[config.mk]
export PLATFORM = sky130hd
export DESIGN_NAME = urif_core
export DESIGN_NICKNAME = d
export VERILOG_FILES = /design/src/rtl/urif_pkg.sv /design/src/rtl/urif_core.sv
export SDC_FILE = /design/constraint.sdc
export NUM_CORES = 1
export LEC_CHECK = 0
export BUFFER_PORTS_ARGS = -buffer_cell sky130_fd_sc_hd__buf_2
export CAP_MARGIN = 10
export CORE_MARGIN = 4
export CORE_UTILIZATION = 55
export CTS_CLUSTER_DIAMETER = 100
export DETAILED_ROUTE_END_ITERATION = 7
export PLACE_DENSITY = 0.73
export REMOVE_ABC_BUFFERS = 1
export SLEW_MARGIN = 15
export SYNTH_ARGS = -nofsm -noshare
export SYNTH_HDL_FRONTEND = slang
export SYNTH_SLANG_ARGS = --single-unit
[constraint.sdc]
create_clock -name core_clk -period 5.5 [get_ports core_clk]
set_clock_uncertainty 0.15 [all_clocks]
set_input_delay 1.1 -clock core_clk [delete_from_list [all_inputs] [get_ports core_clk]]
set_output_delay 1.1 -clock core_clk [all_outputs]
set_load 0.01 [all_outputs]
[src/rtl/urif_pkg.sv]
// constants, field layouts and carrier types of the serial port register block
// Behaviour
// - data read returns oldest received character
// - data write queues next character to send
// - peek port usable only with peek enabled
// - peek read pops transmit, write pushes receive
// - status shows both fill counts, reset zero
// - status shows both full flags, reset zero
// - status shows receive half, transmit below half
// - status flags frame, parity, lost, break errors
// - transmit empty and shift idle reset one
// - rx_avail set while a character waits
// - fifo_present reads one, read only
// - interrupt when transmit shifter becomes idle
// - held receive interrupt after quiet interval
// - interrupt on every received break
// - level interrupts from both fill levels
// - external tick replaces divider when selected
// - loop_test_en wires transmitter to receiver
// - handshake_en applies clear and request flow
// - parity enable and odd or even select
// - interrupts for transmit fifo drained and received characters
// - tx_on and rx_on enable, reset off
// - divider register holds 20 bit reload
// - divider counts down, ticks, reloads on underflow
// - error flags sticky until written zero
`default_nettype none
package urif_pkg;
    // word offsets of the five registers
    localparam logic [4:0] OFF_DATA = 5'h00;
    localparam logic [4:0] OFF_STATE = 5'h04;
    localparam logic [4:0] OFF_CFG = 5'h08;
    localparam logic [4:0] OFF_BAUD = 5'h0C;
    localparam logic [4:0] OFF_PEEK = 5'h10;
    // both directions are built with fifos
    localparam logic FIFO_PRESENT = 1'b1;
    // fifo geometry and half level
    localparam int DATA_W = 8;
    localparam int FIFO_DEPTH = 8;
    localparam logic [3:0] FIFO_HALF = 4'h4;
    // ticks per bit and half-bit start check
    localparam logic [2:0] TICK_LAST = 3'h7;
    localparam logic [2:0] START_LAST = 3'h3;
    // frame lengths in bits, with and without parity
    localparam logic [3:0] FRAME_NP = 4'hA;
    localparam logic [3:0] FRAME_P = 4'hB;
    // quiet interval for the held receive interrupt, in ticks
    localparam int HOLD_CHARS = 4;
    localparam int HOLD_BITS = 4;
    localparam int TICKS_PER_BIT = 8;
    localparam logic [8:0] HOLD_NP = 9'((HOLD_CHARS * 10 + HOLD_BITS) * TICKS_PER_BIT);
    localparam logic [8:0] HOLD_P = 9'((HOLD_CHARS * 11 + HOLD_BITS) * TICKS_PER_BIT);
    // reset values
    localparam logic [14:0] CFG_RST = 15'h0000;
    localparam logic [3:0] ERR_RST = 4'h0;
    localparam logic [19:0] BAUD_RST = 20'h00000;
    // configuration bits 14 down to 0, bit 0 last
    typedef struct packed {
        logic shift_idle_irq_en;
        logic rx_irq_hold_en;
        logic zero_frame_irq_en;
        logic fifo_peek_en;
        logic rx_level_irq_en;
        logic tx_level_irq_en;
        logic ext_tick_sel;
        logic loop_test_en;
        logic handshake_en;
        logic parity_on;
        logic odd_parity_sel;
        logic tx_done_irq_en;
        logic rx_char_irq_en;
        logic tx_on;
        logic rx_on;
    } urif_cfg_s;
    // sticky error flags, status bits 6 down to 3
    typedef struct packed {
        logic frame_err;
        logic parity_bad;
        logic lost_char_flag;
        logic rx_zero_frame_flag;
    } urif_err_s;
    typedef enum logic [1:0] {URIF_TX_IDLE = 2'b01, URIF_TX_BUSY = 2'b10} urif_tx_e;
    typedef enum logic [2:0] {
        URIF_RX_IDLE = 3'b001,
        URIF_RX_START = 3'b010,
        URIF_RX_DATA = 3'b100
    } urif_rx_e;
endpackage
`default_nettype wire

[src/rtl/urif_core.sv]
// serial port register block with its fifos, divider and frame engines
`default_nettype none

// simple synchronous fifo, power-of-two depth
module urif_fifo #(
    parameter int W = 8,
    parameter int D = 8
) (
    input wire logic core_clk,
    input wire logic sys_rst,
    input wire logic in_valid,
    output logic in_ready,
    input wire logic [W-1:0] in_data,
    output logic out_valid,
    input wire logic out_ready,
    output logic [W-1:0] out_data,
    output logic [$clog2(D+1)-1:0] fill
);
    localparam int AW = $clog2(D);
    localparam int CW = $clog2(D + 1);
    // whole fifo state
    typedef struct packed {
        logic [D-1:0][W-1:0] mem;
        logic [AW-1:0] wp;
        logic [AW-1:0] rp;
        logic [CW-1:0] cnt;
    } urif_fifo_s;
    urif_fifo_s st_ff;
    urif_fifo_s nxt_st;
    logic push; // accepted write
    logic pop; // accepted read

    // honest full and empty straight from the count
    assign in_ready = (st_ff.cnt != CW'(D));
    assign out_valid = (st_ff.cnt != '0);
    assign out_data = st_ff.mem[st_ff.rp];
    assign fill = st_ff.cnt;
    assign push = in_valid & in_ready;
    assign pop = out_valid & out_ready;

    // pointer and count update
    always_comb begin
        nxt_st = st_ff;
        if (push) begin
            nxt_st.mem[st_ff.wp] = in_data;
            nxt_st.wp = AW'(st_ff.wp + 1'b1);
        end
        if (pop) begin
            nxt_st.rp = AW'(st_ff.rp + 1'b1);
        end
        // simultaneous push and pop leaves the count alone
        if (push && !pop) begin
            nxt_st.cnt = CW'(st_ff.cnt + 1'b1);
        end else if (pop && !push) begin
            nxt_st.cnt = CW'(st_ff.cnt - 1'b1);
        end
    end

    // state register
    always_ff @(posedge core_clk) begin
        if (sys_rst) begin
            st_ff <= '0;
        end else begin
            st_ff <= nxt_st;
        end
    end
endmodule // urif_fifo

// register block top
module urif_core (
    input wire logic core_clk,
    input wire logic sys_rst,
    input wire logic psel,
    input wire logic penable,
    input wire logic pwrite,
    input wire logic [7:0] paddr,
    input wire logic [31:0] pwdata,
    output logic [31:0] prdata,
    output logic pready,
    output logic pslverr,
    input wire logic rxd,
    output logic txd,
    input wire logic cts_n,
    output logic rts_n,
    input wire logic ext_baud_clock_in,
    output logic irq
);
    // all block state
    typedef struct packed {
        urif_pkg::urif_cfg_s cfg;
        urif_pkg::urif_err_s err;
        logic [19:0] baud; // divider reload
        logic [19:0] scale; // divider count
        logic ext_prev; // last external clock level
        urif_pkg::urif_tx_e txs;
        logic [10:0] tsh; // transmit frame, lsb goes out first
        logic [3:0] tleft; // bits still to send
        logic [2:0] ttk; // tick within a bit
        urif_pkg::urif_rx_e rxs;
        logic [9:0] rsh; // receive assembly, enters at top
        logic [3:0] rleft; // samples still to take
        logic [2:0] rtk;
        logic [8:0] hcnt; // quiet interval countdown
        logic pend; // held receive interrupt pending
        logic txe_prev; // transmit fifo was empty
        logic [31:0] rdata;
        logic txl; // internal transmit line
        logic txd;
        logic rts_n;
        logic irq;
    } urif_core_s;
    localparam urif_core_s CORE_RST = '{
        cfg: urif_pkg::urif_cfg_s'(urif_pkg::CFG_RST),
        err: urif_pkg::urif_err_s'(urif_pkg::ERR_RST),
        baud: urif_pkg::BAUD_RST, scale: urif_pkg::BAUD_RST, ext_prev: 1'b0,
        txs: urif_pkg::URIF_TX_IDLE, tsh: 11'h7FF, tleft: 4'h0, ttk: 3'h0,
        rxs: urif_pkg::URIF_RX_IDLE, rsh: 10'h000, rleft: 4'h0, rtk: 3'h0,
        hcnt: 9'h000, pend: 1'b0, txe_prev: 1'b1, rdata: 32'h00000000,
        txl: 1'b1, txd: 1'b1, rts_n: 1'b0, irq: 1'b0
    };
    urif_core_s st_ff;
    urif_core_s nxt_st;

    // fifo hookup
    logic tx_push, tx_in_ready, tx_valid, tx_pop;
    logic rx_push, rx_in_ready, rx_valid, rx_pop;
    logic [7:0] tx_head, rx_head, rx_in;
    logic [3:0] tx_fill, rx_fill;
    // bus decode
    logic mapped, setup, rd_acc, wr_acc, st_wr;
    logic [4:0] off;
    // engine helpers, filled by the combinational process
    logic tick, rline, tx_go, shift_done, rx_done, rx_store, brk_ev, rx_ev;
    logic rx_lvl, tx_lvl;
    logic [7:0] rchar;
    logic [9:0] rsh_n;
    logic frm_bad, par_bad;

    urif_fifo #(.W(urif_pkg::DATA_W), .D(urif_pkg::FIFO_DEPTH)) u_tx_fifo (
        .core_clk(core_clk), .sys_rst(sys_rst),
        .in_valid(tx_push), .in_ready(tx_in_ready), .in_data(pwdata[7:0]),
        .out_valid(tx_valid), .out_ready(tx_pop), .out_data(tx_head), .fill(tx_fill)
    );
    urif_fifo #(.W(urif_pkg::DATA_W), .D(urif_pkg::FIFO_DEPTH)) u_rx_fifo (
        .core_clk(core_clk), .sys_rst(sys_rst),
        .in_valid(rx_push), .in_ready(rx_in_ready), .in_data(rx_in),
        .out_valid(rx_valid), .out_ready(rx_pop), .out_data(rx_head), .fill(rx_fill)
    );

    // zero wait state slave; upper address bits must be clear
    assign off = paddr[4:0];
    assign mapped = (paddr[7:5] == 3'h0) && (off == urif_pkg::OFF_DATA ||
        off == urif_pkg::OFF_STATE || off == urif_pkg::OFF_CFG ||
        off == urif_pkg::OFF_BAUD || off == urif_pkg::OFF_PEEK);
    assign setup = psel & ~penable;
    assign rd_acc = psel & penable & ~pwrite & mapped;
    assign wr_acc = psel & penable & pwrite & mapped;
    assign st_wr = wr_acc && off == urif_pkg::OFF_STATE;
    assign pready = 1'b1;
    assign pslverr = psel & penable & ~mapped;
    assign prdata = st_ff.rdata;
    assign txd = st_ff.txd;
    assign rts_n = st_ff.rts_n;
    assign irq = st_ff.irq;

    // next state of the whole block
    always_comb begin
        nxt_st = st_ff;
        tx_push = 1'b0;
        tx_pop = 1'b0;
        rx_push = 1'b0;
        rx_pop = 1'b0;
        rx_in = pwdata[7:0];
        shift_done = 1'b0;
        rx_done = 1'b0;
        rx_store = 1'b0;
        brk_ev = 1'b0;
        nxt_st.scale = (st_ff.scale == 20'h00000) ? st_ff.baud : 20'(st_ff.scale - 20'h00001);
        nxt_st.ext_prev = ext_baud_clock_in;
        tick = st_ff.cfg.ext_tick_sel ? (ext_baud_clock_in & ~st_ff.ext_prev)
                                      : (st_ff.scale == 20'h00000);

        // register reads are captured in the setup phase
        if (setup) begin
            unique case (off)
                urif_pkg::OFF_DATA: nxt_st.rdata = {24'h000000, rx_head};
                urif_pkg::OFF_STATE: nxt_st.rdata = {2'h0, rx_fill, 2'h0, tx_fill, 9'h000,
                    ~rx_in_ready, ~tx_in_ready, rx_fill >= urif_pkg::FIFO_HALF,
                    tx_fill < urif_pkg::FIFO_HALF, st_ff.err, ~tx_valid,
                    st_ff.txs == urif_pkg::URIF_TX_IDLE, rx_valid};
                urif_pkg::OFF_CFG: nxt_st.rdata = {urif_pkg::FIFO_PRESENT, 16'h0000, st_ff.cfg};
                urif_pkg::OFF_BAUD: nxt_st.rdata = {12'h000, st_ff.baud};
                urif_pkg::OFF_PEEK: nxt_st.rdata = st_ff.cfg.fifo_peek_en ?
                    {24'h000000, tx_head} : 32'h00000000;
                default: nxt_st.rdata = 32'h00000000;
            endcase
        end

        // register writes and read side effects in the access phase
        if (rd_acc && off == urif_pkg::OFF_DATA) begin
            rx_pop = 1'b1;
        end
        if (rd_acc && off == urif_pkg::OFF_PEEK && st_ff.cfg.fifo_peek_en) begin
            tx_pop = 1'b1;
        end
        // data write queues character; a full fifo drops it
        if (wr_acc && off == urif_pkg::OFF_DATA) begin
            tx_push = 1'b1;
        end
        if (wr_acc && off == urif_pkg::OFF_CFG) begin
            nxt_st.cfg = urif_pkg::urif_cfg_s'(pwdata[14:0]);
        end
        if (wr_acc && off == urif_pkg::OFF_BAUD) begin
            nxt_st.baud = pwdata[19:0];
        end
        if (st_wr) begin
            nxt_st.err = st_ff.err & urif_pkg::urif_err_s'(pwdata[6:3]);
        end
        if (wr_acc && off == urif_pkg::OFF_PEEK && st_ff.cfg.fifo_peek_en) begin
            rx_push = 1'b1;
        end

        // transmitter; peek mode holds it so software can drain the fifo
        // clear to send gate, looped to our own request in loop mode
        tx_go = st_ff.cfg.tx_on & ~st_ff.cfg.fifo_peek_en & tx_valid & ~tx_pop &
            (~st_ff.cfg.handshake_en |
             ~(st_ff.cfg.loop_test_en ? st_ff.rts_n : cts_n));
        unique case (st_ff.txs)
            urif_pkg::URIF_TX_IDLE: begin
                if (tx_go) begin
                    tx_pop = 1'b1;
                    if (st_ff.cfg.parity_on) begin
                        nxt_st.tsh = {1'b1, ^tx_head ^ st_ff.cfg.odd_parity_sel, tx_head, 1'b0};
                        nxt_st.tleft = urif_pkg::FRAME_P;
                    end else begin
                        nxt_st.tsh = {2'h3, tx_head, 1'b0};
                        nxt_st.tleft = urif_pkg::FRAME_NP;
                    end
                    nxt_st.ttk = 3'h0;
                    nxt_st.txs = urif_pkg::URIF_TX_BUSY;
                end
            end
            urif_pkg::URIF_TX_BUSY: begin
                if (!st_ff.cfg.tx_on) begin
                    nxt_st.txs = urif_pkg::URIF_TX_IDLE;
                    shift_done = 1'b1;
                end else if (tick) begin
                    nxt_st.ttk = 3'(st_ff.ttk + 3'h1);
                    if (st_ff.ttk == urif_pkg::TICK_LAST) begin
                        nxt_st.tsh = {1'b1, st_ff.tsh[10:1]};
                        nxt_st.tleft = 4'(st_ff.tleft - 4'h1);
                        if (st_ff.tleft == 4'h1) begin
                            nxt_st.txs = urif_pkg::URIF_TX_IDLE;
                            shift_done = 1'b1;
                        end
                    end
                end
            end
            default: nxt_st.txs = urif_pkg::URIF_TX_IDLE;
        endcase
        nxt_st.txl = (st_ff.txs == urif_pkg::URIF_TX_BUSY) ? st_ff.tsh[0] : 1'b1;
        // pin stays idle in loop mode
        nxt_st.txd = (st_ff.cfg.loop_test_en | st_ff.cfg.fifo_peek_en) ? 1'b1 : nxt_st.txl;

        // receiver; loop feeds own line
        rline = st_ff.cfg.loop_test_en ? st_ff.txl : rxd;
        rsh_n = {rline, st_ff.rsh[9:1]};
        rchar = st_ff.cfg.parity_on ? rsh_n[7:0] : rsh_n[8:1];
        frm_bad = ~rsh_n[9];
        par_bad = st_ff.cfg.parity_on & (rsh_n[8] != (^rchar ^ st_ff.cfg.odd_parity_sel));
        unique case (st_ff.rxs)
            urif_pkg::URIF_RX_IDLE: begin
                if (st_ff.cfg.rx_on && !rline) begin
                    nxt_st.rtk = 3'h0;
                    nxt_st.rxs = urif_pkg::URIF_RX_START;
                end
            end
            urif_pkg::URIF_RX_START: begin
                // re-check the start bit half a bit later
                if (!st_ff.cfg.rx_on) begin
                    nxt_st.rxs = urif_pkg::URIF_RX_IDLE;
                end else if (tick) begin
                    nxt_st.rtk = 3'(st_ff.rtk + 3'h1);
                    if (st_ff.rtk == urif_pkg::START_LAST) begin
                        nxt_st.rtk = 3'h0;
                        nxt_st.rleft = 4'(st_ff.cfg.parity_on ? urif_pkg::FRAME_P - 4'h1
                                                              : urif_pkg::FRAME_NP - 4'h1);
                        nxt_st.rxs = rline ? urif_pkg::URIF_RX_IDLE : urif_pkg::URIF_RX_DATA;
                    end
                end
            end
            urif_pkg::URIF_RX_DATA: begin
                if (!st_ff.cfg.rx_on) begin
                    nxt_st.rxs = urif_pkg::URIF_RX_IDLE;
                end else if (tick) begin
                    nxt_st.rtk = 3'(st_ff.rtk + 3'h1);
                    if (st_ff.rtk == urif_pkg::TICK_LAST) begin
                        nxt_st.rsh = rsh_n;
                        nxt_st.rleft = 4'(st_ff.rleft - 4'h1);
                        if (st_ff.rleft == 4'h1) begin
                            rx_done = 1'b1;
                            nxt_st.rxs = urif_pkg::URIF_RX_IDLE;
                        end
                    end
                end
            end
            default: nxt_st.rxs = urif_pkg::URIF_RX_IDLE;
        endcase
        // error flags at byte boundary; set wins over clear
        if (rx_done) begin
            brk_ev = frm_bad & (rchar == 8'h00) & ~(st_ff.cfg.parity_on & rsh_n[8]);
            // a debug push in the same cycle takes the fifo port, so count it as lost
            rx_store = ~frm_bad & ~par_bad & rx_in_ready & ~rx_push;
            nxt_st.err.frame_err = nxt_st.err.frame_err | frm_bad;
            nxt_st.err.parity_bad = nxt_st.err.parity_bad | par_bad;
            nxt_st.err.lost_char_flag = nxt_st.err.lost_char_flag |
                (~frm_bad & ~par_bad & ~rx_store);
            nxt_st.err.rx_zero_frame_flag = nxt_st.err.rx_zero_frame_flag | brk_ev;
        end
        if (rx_store) begin
            rx_push = 1'b1;
            rx_in = rchar;
        end
        // request to send drops while receive fifo is full
        nxt_st.rts_n = st_ff.cfg.handshake_en & ~rx_in_ready;

        // interrupt sources, one combined level out
        // fill level interrupts
        rx_lvl = st_ff.cfg.rx_level_irq_en & st_ff.cfg.rx_on & (rx_fill >= urif_pkg::FIFO_HALF);
        tx_lvl = st_ff.cfg.tx_level_irq_en & st_ff.cfg.tx_on & (tx_fill < urif_pkg::FIFO_HALF);
        rx_ev = rx_push;
        nxt_st.txe_prev = ~tx_valid;
        if (st_ff.pend && tick && st_ff.hcnt != 9'h000) begin
            nxt_st.hcnt = 9'(st_ff.hcnt - 9'h001);
        end
        if (rx_ev && st_ff.cfg.rx_char_irq_en && st_ff.cfg.rx_irq_hold_en) begin
            nxt_st.pend = 1'b1;
            nxt_st.hcnt = st_ff.cfg.parity_on ? urif_pkg::HOLD_P : urif_pkg::HOLD_NP;
        end else if (rx_lvl || (st_ff.pend && st_ff.hcnt == 9'h000)) begin
            // a level interrupt already reports the waiting character
            nxt_st.pend = 1'b0;
        end
        nxt_st.irq = rx_lvl | tx_lvl |
            (st_ff.cfg.tx_done_irq_en & st_ff.cfg.tx_on & ~st_ff.txe_prev & ~tx_valid) |
            (st_ff.cfg.rx_char_irq_en & ~st_ff.cfg.rx_irq_hold_en & (rx_ev | brk_ev)) |
            (st_ff.pend & ~rx_lvl & st_ff.hcnt == 9'h000) |
            (st_ff.cfg.zero_frame_irq_en & brk_ev) |
            (st_ff.cfg.shift_idle_irq_en & shift_done);
    end

    // state register
    always_ff @(posedge core_clk) begin
        if (sys_rst) begin
            st_ff <= CORE_RST;
        end else begin
            st_ff <= nxt_st;
        end
    end
endmodule // urif_core
`default_nettype wire

==> flow_summary.toml, run 1 <==
[power]
ir_drop_mv = 0.206
power_density_nw_per_um2 = 317
power.leakage_nw = 5.28
finalPower_w = 0.00481

[floorplan]
io_pins = 85
die_x_um = 166
rows = 57
die-area_um2 = 27700
die_h_um = 166
initial_utilization = 0.563
core_area_um2 = 24500

[global_route]
antenna_found_initial = 0
grt.busiest_layer = "met2"
use_met3 = 0.0407
gr-usage-met2 = 0.379
met1_usage = 0.329
grt_max_degree = 88
grt_use_total = 0.236
grt-ovfl-total = 0
first_global_vias = 10370
grt_pass1_wl_um = 54600

[worst_setup_path]
cp_max_fo = 15
rrSetupSlack_ps = 890
worstSetupPathType = "reg2reg"
worstRegToRegCells = 15
required_ps = 5820
crit_start = "st_ff[137]$_SDFFE_PP0P_"
critPathLaunchType = "flop"
crit_path_end_kind = "flop"
r2r-end = "u_rx_fifo.fill[3]$_SDFFE_PP0P_"
crit_arrival_ps = 4930
reg2reg_from = "st_ff[137]$_SDFFE_PP0P_"

[route]
dr.pass1.iters = 6
drt_iter0_drc = 927
remaining_drc_errors = 0
ant_nets = 0
finalWirelength_um = 33900
drt-vias-per-instance = 6.03
vias = 10915
wl_per_cell_um = 18.8

[placement]
gp_congestion = 0.879
io_buffer_count = 68
dp_hpwl_um = 22700

[yosys]
synth_cell_types = 75
async_flop_share = 0
synth_top_family_by_area = "simple AND/OR/NAND/NOR gates"
synth_compound_gate_area_share = 0.145
seq_area_frac_synth = 0.421
syn_area_per_cell_um2 = 9.43
synth_ff_type = "dfxtp_1"
muxShareOfSynthArea = 0.141
synth-simple-area-share = 0.182
ys_ff_latch = 290
synthXorXnorAreaFrac = 0.0306
synth_edf_count = 0
syn_inst = 1464
synth_area_um2 = 13800
synthAdderAreaFrac = 0.0274
ys_warn_count = 0

[finish]
syn2layout_area_growth_pct = 9.90
final_layout_size_suffix_gt1_frac = 0.143
diodes = 0
num-fill-cells = 2141
layout.nets = 1541

[hold_path]
holdPathStages = 2
whs_endpoint = "u_tx_fifo.st_ff[68]$_SDFFE_PP0P_"
hp-class = "reg2reg"
hold_path.startpoint = "u_tx_fifo.st_ff[68]$_SDFFE_PP0P_"

[cts]
cts-buffers-inserted = 31
insertion_delay_ps = 560
ctsResizeCount = 0
clock-sinks = 290
root_buffer = "clkbuf_16"
clk_pin_slew_ps = 60
clock_path_buffers = 3
cts_setup_buffers = 0
holdBufCountCts = 0
cts_tree = "done"
cts_max_level = 1

[flow_run]
maxCapViolCount = 0

[timing]
clock.fmax_ghz = 0.217
fin_tns_setup_ps = 0
period_share = 0.838
slew_violations = 0
worst_pin_slew_ps = 1050
finalCriticalPeriod_ps = 4610
setup_violations = 0
rsz0062_at_grt = "false"
hold_viol_final = 0
max_slew_margin = 0.296

[status]
run_status = "finished, final reports clean"
==> placed cells by master, fill, tap and decap left out, types with 6 or more instances in the layout <==
master,Yosys,final
nand4_1,10,10
inv_1,31,31
nor3_2,5,6
nor2b_1,9,9
nor4_1,13,13
nand2b_1,15,15
a21oi_1,97,97
o22ai_1,12,12
ha_1,27,27
nor3_1,24,23
mux2_2,13,13
xor2_1,13,13
nand3_1,35,35
mux4_2,32,32
dfxtp_1,290,290
mux2_1,8,8
mux2i_1,99,99
nor2_1,181,181
o2bb2ai_1,64,64
xnor2_1,30,30
a22oi_1,21,21
or3_1,12,12
buf_2,10,67
nand2_1,138,138
clkbuf_8,0,9
o21ai_0,32,32
clkbuf_16,0,31
a211oi_1,24,24
buf_4,33,18
nand4_4,8,8
==> routing by layer <==
layer  vias to the layer above  wire [um]
met2                       364      15600
li1                       5235          -
met3                        58       2300
met1                      5258      15200
met4                         0        779
met5                         -          0
==> area by class of cell <==
class,count,area (um2),area share
clock buffer,45,918,0.0606
clock inverter,10,136,0.00899
inverter,31,116,0.00767
multi-input combinational,1024,7300,0.482
sequential,290,5810,0.383
tap,324,405,0.0267
timing repair buffer,86,482,0.0318
==> kinds of logic (layout without fill, tap and decap cells) <==
group / Yosys count / in the layout
flops: 290 / 290
buf+inv: 152 / 172
mux: 152 / 152
compound gates: 294 / 294
fa+ha+maj: 29 / 29
xor+xnor: 45 / 45
other cells: 2 / 4
simple gates: 500 / 500
==> worst max-delay path: stages (launching register included) <==
cell     delay, ps
dfxtp_1        780
mux2i_1        310
ha_1           270
xnor2_1        220
xnor3_1        380
a21o_1         330
or3_1          390
a21oi_1        200
ha_1           230
inv_1           90
ha_1           270
a21o_1         170
a21oi_1        180
xnor2_1        110
or3_1          310
a21oi_1        140
==> worst max path at each step <==
stage	depth (start not counted)	slack, ps	to
floorplan	8	1200	u_rx_fifo.st_ff[7]$_SDFFE_PP0P_
global placement	13	1010	u_rx_fifo.fill[3]$_SDFFE_PP0P_
detailed placement	14	930	u_tx_fifo.fill[3]$_SDFFE_PP0P_
finish	15	890	u_rx_fifo.fill[3]$_SDFFE_PP0P_
global route	15	610	u_rx_fifo.fill[3]$_SDFFE_PP0P_
CTS	15	890	u_rx_fifo.fill[3]$_SDFFE_PP0P_
==> state kept, by name (all words and copies together) (netlist names) <==
name and cells:
u_tx_fifo.st_ff 70, rts_n 1, irq 1, prdata 29, u_tx_fifo.fill 4, txd 1, rsh_n 9, u_rx_fifo.st_ff 70
u_rx_fifo.fill 4, st_ff 101
==> power by group <==
group	internal, W	total, W	switching (W)
combinational	0.000181	0.000486	0.000305
sequential	0.00214	0.00218	0.0000396
clock	0.00129	0.00214	0.000850
total	0.00362	0.00481	0.00119
==> synthesized netlist by cell type (4+ instances only) <==
cell / instances / area share
mux2_2: 13 / 0.011
nor3_2: 5 / 0.0036
a31oi_1: 5 / 0.0023
nand3b_1: 5 / 0.0027
o211ai_1: 4 / 0.0022
o21ai_0: 32 / 0.012
nor3b_1: 5 / 0.0027
mux2i_1: 99 / 0.072
nand3_1: 35 / 0.013
buf_4: 33 / 0.018
nand2_1: 138 / 0.038
mux2_1: 8 / 0.0065
xor2_1: 13 / 0.0083
mux4_2: 32 / 0.052
a211oi_1: 24 / 0.013
clkbuf_1: 70 / 0.019
nor2b_1: 9 / 0.0041
a22oi_1: 21 / 0.011
buf_1: 6 / 0.0016
or3_1: 12 / 0.0054
o2bb2ai_1: 64 / 0.041
nand4_1: 10 / 0.0045
o22ai_1: 12 / 0.0054
buf_2: 10 / 0.0036
ha_1: 27 / 0.024
nand4b_1: 5 / 0.0032
nor2_1: 181 / 0.049
o32ai_1: 4 / 0.0025
nor4b_1: 5 / 0.0032
dfxtp_1: 290 / 0.42
inv_1: 31 / 0.0084
xnor2_1: 30 / 0.019
nor4_1: 13 / 0.0059
a21oi_1: 97 / 0.035
nand2b_1: 15 / 0.0068
nor3_1: 24 / 0.0087
and3_1: 5 / 0.0023
nand4_4: 8 / 0.012
or2_2: 4 / 0.0018
==> per-stage QoR <==
stage / instances / setup slack, ps / area (um2) / utilization / hold WS (ps)
2_1_floorplan: 1345 / 1200 / 13200 / - / 267
3_3_place_gp: 1755 / 1010 / 14100 / 0.575 / 286
3_5_place_dp: 1755 / 933 / 14100 / 0.575 / 291
4_1_cts: 1810 / 892 / 15200 / 0.618 / 299
5_1_grt: 1810 / 609 / 15200 / 0.618 / 318
6_report: 1810 / 889 / 15200 / 0.618 / 296
Power figures use the tool's default switching activity.
==> run 2, diff against run 1 <==
Settings changed: ABC_AREA from default to 1, PLACE_DENSITY 0.73 to 0.76.
Clock period 5.5 ns to 4.05 ns, I/O delays scaled along.
==> run 2 against run 1 <==
Synthesized cell count increased by 47%. Non-clock buffer count increased by 10. Combinational power increased by 65%. Critical endpoint unchanged. First-iteration DRC count increased by 26%. Register-to-register slack got worse by 610 ps. Via count increased by 27%. Synthesized area increased by 9.3%. Hold slack improved by 4.2 ps. Core utilization decreased by 1.0 points. Global-route usage increased by 1.8 points. Sequential cell count unchanged. Fmax increased by 22%.
==> flow_summary.toml, run 2 <==
[finish]
largestRegisters = "st_ff x101, u_rx_fifo.st_ff x70, u_tx_fifo.st_ff x70"
regArea_um2 = 5810
top_register = "st_ff"
num-fill-cells = 2425
diodes = 0
multiInputGateArea_um2 = 7250
layout.nets = 2230
layout.cells.non_filler = 2512
syn2layout_area_growth_pct = 8.66
largest_reg_flops = 101
final_common_cell = "nand2_1"
final_cell_mix = "393 x nand2_1, 338 x inv_1, 289 x dfxtp_1"
final_layout_size_suffix_gt1_frac = 0.106

[route]
dr.pass1.iters = 6
wl_per_cell_um = 15.4
vias = 13876
drt_iter0_drc = 1169
ant_nets = 0
drt-vias-per-instance = 5.52
finalWirelength_um = 38800
remaining_drc_errors = 0

[floorplan]
rows = 60
die_x_um = 174
die_h_um = 174
io_pins = 85
die-area_um2 = 30100
initial_utilization = 0.560
core_area_um2 = 27000

[cts]
cts_max_level = 2
holdBufCountCts = 0
cts-buffers-inserted = 34
ctsResizeCount = 0
insertion_delay_ps = 520
clk_pin_slew_ps = 60
cts_setup_buffers = 0
clock-sinks = 290
cts_tree = "done"
root_buffer = "clkbuf_16"
clock_path_buffers = 3

[worst_setup_path]
slowest_stage = "dfxtp_4"
required_ps = 4310
worstSetupPathType = "reg2reg"
critPathLaunchType = "flop"
slowest_delay_ps = 370
cpMostUsedCell = "nand2_1"
crit_arrival_ps = 4030
crit_path_end_kind = "flop"
cp_max_fo = 14

[timing]
finalCriticalPeriod_ps = 3770
max_slew_margin = 0.305
rsz0062_at_grt = "false"
clock.fmax_ghz = 0.265
setup_violations = 0
worst_pin_slew_ps = 1040
period_share = 0.930
slew_violations = 0
hold_viol_final = 0
fin_tns_setup_ps = 0

[yosys]
synth_cell_types = 52
ys_ff_latch = 290
synth.area.top_cells = "dfxtp_1 38%, nand2_1 9.8%, inv_1 8.4%, a21oi_1 5.8%, o21ai_0 5.4%"
synth_edf_count = 0
yosysMostFrequentCell = "nand2_1"
synth_top_cells_by_count = "393 x nand2_1, 338 x inv_1, 290 x dfxtp_1, 198 x nor2_1, 176 x a21oi_1"
synth_top_area_cell = "dfxtp_1"
synth_ff_type = "dfxtp_1"
syn_area_per_cell_um2 = 7.00
ys_warn_count = 0
async_flop_share = 0
yosys.area.top_type_share = 0.385
synth_area_um2 = 15100
seq_area_frac_synth = 0.385
syn_inst = 2155

[power]
clkPwrFrac = 0.425
power_density_nw_per_um2 = 404
internal-power_w = 0.00486
ir_drop_mv = 0.309
pwr-share-seq = 0.454
switchingPower_w = 0.00177
pwr-share-comb = 0.121
power.leakage_nw = 6.95
p_sw_frac = 0.267

[global_route]
first_global_vias = 12897
grt-ovfl-total = 0
grt_use_total = 0.254
antenna_found_initial = 0
grt_max_degree = 77
grt_pass1_wl_um = 64600

[placement]
gp_congestion = 0.983
dp_cells = 2458
dp_hpwl_um = 26400
io_buffer_count = 68

[flow_run]
maxCapViolCount = 0

[hold_path]
hp-class = "reg2reg"

[status]
run_status = "finished, final reports clean"
run 2: cell count changes in the layout (fill, tap and decap cells not counted), moves of 18 or more:
cell / change
a22oi_1: -21
nand3_1: +92
mux2i_1: -99
o2bb2ai_1: -64
a211oi_1: +18
mux4_2: -32
inv_1: +307
nand2_1: +255
xnor2_1: -22
a21oi_1: +79
o21ai_1: +76
o21ai_0: +126
run 2: final timing paths:
| check | to | from | cells past startpoint | slack, ps |
|---|---|---|---|---|
| max | u_rx_fifo.fill[3]$_SDFFE_PP0P_ | st_ff[137]$_SDFFE_PP0P_ | 26 | 280 |
| min | st_ff[74]$_SDFFE_PP1P_ | st_ff[75]$_SDFFE_PP1P_ | 2 | 300 |
| max reg2reg | u_rx_fifo.fill[3]$_SDFFE_PP0P_ | st_ff[137]$_SDFFE_PP0P_ | 26 | 280 |
| min reg2reg | st_ff[74]$_SDFFE_PP1P_ | st_ff[75]$_SDFFE_PP1P_ | 2 | 300 |
run 2: power groups by stage:
stage | clock network (W) | logic (W) | registers, W
floorplan | 0 | 0.000574 | 0.00306
global placement | 0 | 0.000756 | 0.00307
detailed placement | 0 | 0.000785 | 0.00307
CTS | 0.00286 | 0.000793 | 0.00301
global route | 0.00300 | 0.000902 | 0.00302
finish | 0.00282 | 0.000801 | 0.00301
run 2: worst max-delay path, delay by kind of cell (launching register included):
family	cells	cell delay (ps)
AND/OR/NAND/NOR	15	1450
adder cells (fa/ha/maj)	3	840
AO/OA/AOI/OAI	4	460
buffers and inverters	4	390
flip-flops	1	370
run 2: logic make-up (layout without fill, tap and decap cells):
| logic type | count (synthesis) | in the layout | synth area share |
|---|---|---|---|
| AOI/OAI and AO/OA | 515 | 515 | 0.196 |
| xor gates and xnor gates | 21 | 21 | 0.0122 |
| adders and majority gates | 29 | 29 | 0.0250 |
| buffers and inverters | 484 | 498 | 0.136 |
| DFF | 290 | 290 | 0.385 |
| other | 2 | 4 | 0.000498 |
| and+or+nand+nor | 814 | 814 | 0.246 |
run 2: cell type report:
class                   count  area share
multi-input cells        1383       0.443
flip-flops and latches    290       0.354
inverters                 348      0.0798
clock buffers              48      0.0588
repair buffers             96      0.0355
well taps                 341      0.0260
clock inverters             6     0.00298
run 2: metrics by stage:
stage	power, W	utilization	hold WS, ps	cell area, um2	setup slack [ps]
final	0.00663	0.608	300	16400	283
after global routing	0.00692	0.608	315	16400	12.1
after CTS	0.00666	0.608	300	16400	89.7
after detailed placement	0.00385	0.570	290	15400	105
after global placement	0.00382	0.570	285	15400	274
after floorplan	0.00363	-	275	14400	15.4
run 2: layer usage:
layer | global-route usage | wire length, um | vias up
met5 | 0 | 0 | -
met4 | 0.0914 | 1330 | 0
met3 | 0.0469 | 2890 | 98
met2 | 0.405 | 17500 | 506
met1 | 0.346 | 17100 | 6370
li1 | - | - | 6902
==> run 3, diff against run 2 <==
Settings changed: CORE_MARGIN 4 to 10, MAX_ROUTING_LAYER from default to met4.
==> run 3 against run 2 <==
Sequential power is essentially flat. Setup slack improved by 26 ps. Combinational power hardly changed.
==> flow_summary.toml, run 3 (same netlist as run 2, synthesis figures left out) <==
[floorplan]
core_area_um2 = 27000
initial_utilization = 0.560
io_pins = 85
rows = 60
die_x_um = 186
die-area_um2 = 34500
die_h_um = 186

[global_route]
grt-ovfl-total = 0
grt_pass1_wl_um = 64300
first_global_vias = 12749
antenna_found_initial = 0
grt_max_degree = 116
grt_use_total = 0.233

[finish]
final_cell_mix = "393 x nand2_1, 338 x inv_1, 289 x dfxtp_1"
layout.nets = 2228
regArea_um2 = 5810
syn2layout_area_growth_pct = 9.07
final_layout_size_suffix_gt1_frac = 0.111
layout.cells.non_filler = 2516
num-fill-cells = 2407
multiInputGateArea_um2 = 7270
diodes = 0
largest_reg_flops = 101
final_common_cell = "nand2_1"
largestRegisters = "st_ff x101, u_rx_fifo.st_ff x70, u_tx_fifo.st_ff x70"
top_register = "st_ff"
final_util = 0.611

[placement]
dp_hpwl_um = 27100
dp_cells = 2459
gp_congestion = 0.961
post-place-ws_ps = 75.1
io_buffer_count = 68

[worst_setup_path]
crit_arrival_ps = 4060
critPathLaunchType = "flop"
worstSetupPathType = "reg2reg"
required_ps = 4370
slowest_stage = "dfxtp_4"
cp_max_fo = 12
crit_path_end_kind = "flop"
cpMostUsedCell = "nand2_1"
slowest_delay_ps = 380

[timing]
period_share = 0.924
hold_viol_final = 0
worst_pin_slew_ps = 1030
holdWs_ps = 302
slew_violations = 0
clock.fmax_ghz = 0.267
finalCriticalPeriod_ps = 3740
layout_setup_ws_ps = 309
fin_tns_setup_ps = 0
setup_violations = 0
max_slew_margin = 0.310

[cts]
clock_path_buffers = 3
cts-buffers-inserted = 31
clock-sinks = 290
cts_tree = "done"
cts_max_level = 1
holdBufCountCts = 0
root_buffer = "clkbuf_16"
clk_pin_slew_ps = 60
insertion_delay_ps = 570

[power]
ir_drop_mv = 0.390
power.leakage_nw = 6.98
power_density_nw_per_um2 = 409

[hold_path]
hp-class = "reg2reg"

[route]
ant_nets = 0
drt-vias-per-instance = 5.48
vias = 13800
remaining_drc_errors = 0
wl_per_cell_um = 15.8
dr.pass1.iters = 5
finalWirelength_um = 39700
drt_iter0_drc = 1209

[status]
run_status = "finished, final reports clean"

[flow_run]
maxCapViolCount = 0
## run 3: cell type report
cell class | count | share of cell area
clock buffer | 41 | 0.0537
sequential | 290 | 0.353
tap | 341 | 0.0259
clock inverter | 16 | 0.0102
inverter | 348 | 0.0795
multi-input combinational | 1383 | 0.442
timing repair buffer | 97 | 0.0358
## run 3: repair_timing
action,4_1_cts,5_1_grt
gates resized for setup,0,11
buffers inserted,0,0
endpoints found under the setup margin,0,1
## run 3: path summary, 6_finish.rpt
check / cells after the start / startpoint / slack [ps] / endpoint
setup / recovery: 26 / st_ff[137]$_SDFFE_PP0P_ / 310 / u_rx_fifo.fill[3]$_SDFFE_PP0P_
hold / removal: 2 / u_tx_fifo.st_ff[10]$_SDFFE_PP0P_ / 300 / u_tx_fifo.st_ff[10]$_SDFFE_PP0P_
setup reg to reg: 26 / st_ff[137]$_SDFFE_PP0P_ / 310 / u_rx_fifo.fill[3]$_SDFFE_PP0P_
hold reg to reg: 2 / u_tx_fifo.st_ff[10]$_SDFFE_PP0P_ / 300 / u_tx_fifo.st_ff[10]$_SDFFE_PP0P_
## run 3: metal layers
layer / wire length, um / track usage / share of wire / up-vias
met5: 0 / - / 0 / -
met2: 18200 / 0.367 / 0.46 / 443
met3: 2890 / 0.0376 / 0.073 / 74
met1: 17500 / 0.299 / 0.44 / 6386
met4: 1190 / 0.0793 / 0.030 / 0
li1: - / - / - / 6897
## run 3: power breakdown
part	leakage, nW	switching [W]	internal (W)
Clock	0.523	0.00120	0.00172
Sequential	2.34	0.0000710	0.00294
Combinational	4.11	0.000533	0.000270
Total	6.98	0.00180	0.00493
## run 3: worst max-delay path: cells and delay by family, from the launching register on
family / cells / cell delay (ps)
AO/OA/AOI/OAI: 4 / 470
AND/OR/NAND/NOR: 15 / 1400
adder cells (fa/ha/maj): 3 / 800
buffers and inverters: 4 / 390
flip-flops: 1 / 380
## run 3: metrics by stage
step | power, W | instance area (um2)
detailed placement | 0.00386 | 15400
global placement | 0.00383 | 15400
CTS | 0.00675 | 16400
floorplan | 0.00363 | 14400
finish | 0.00673 | 16500
global route | 0.00702 | 16500
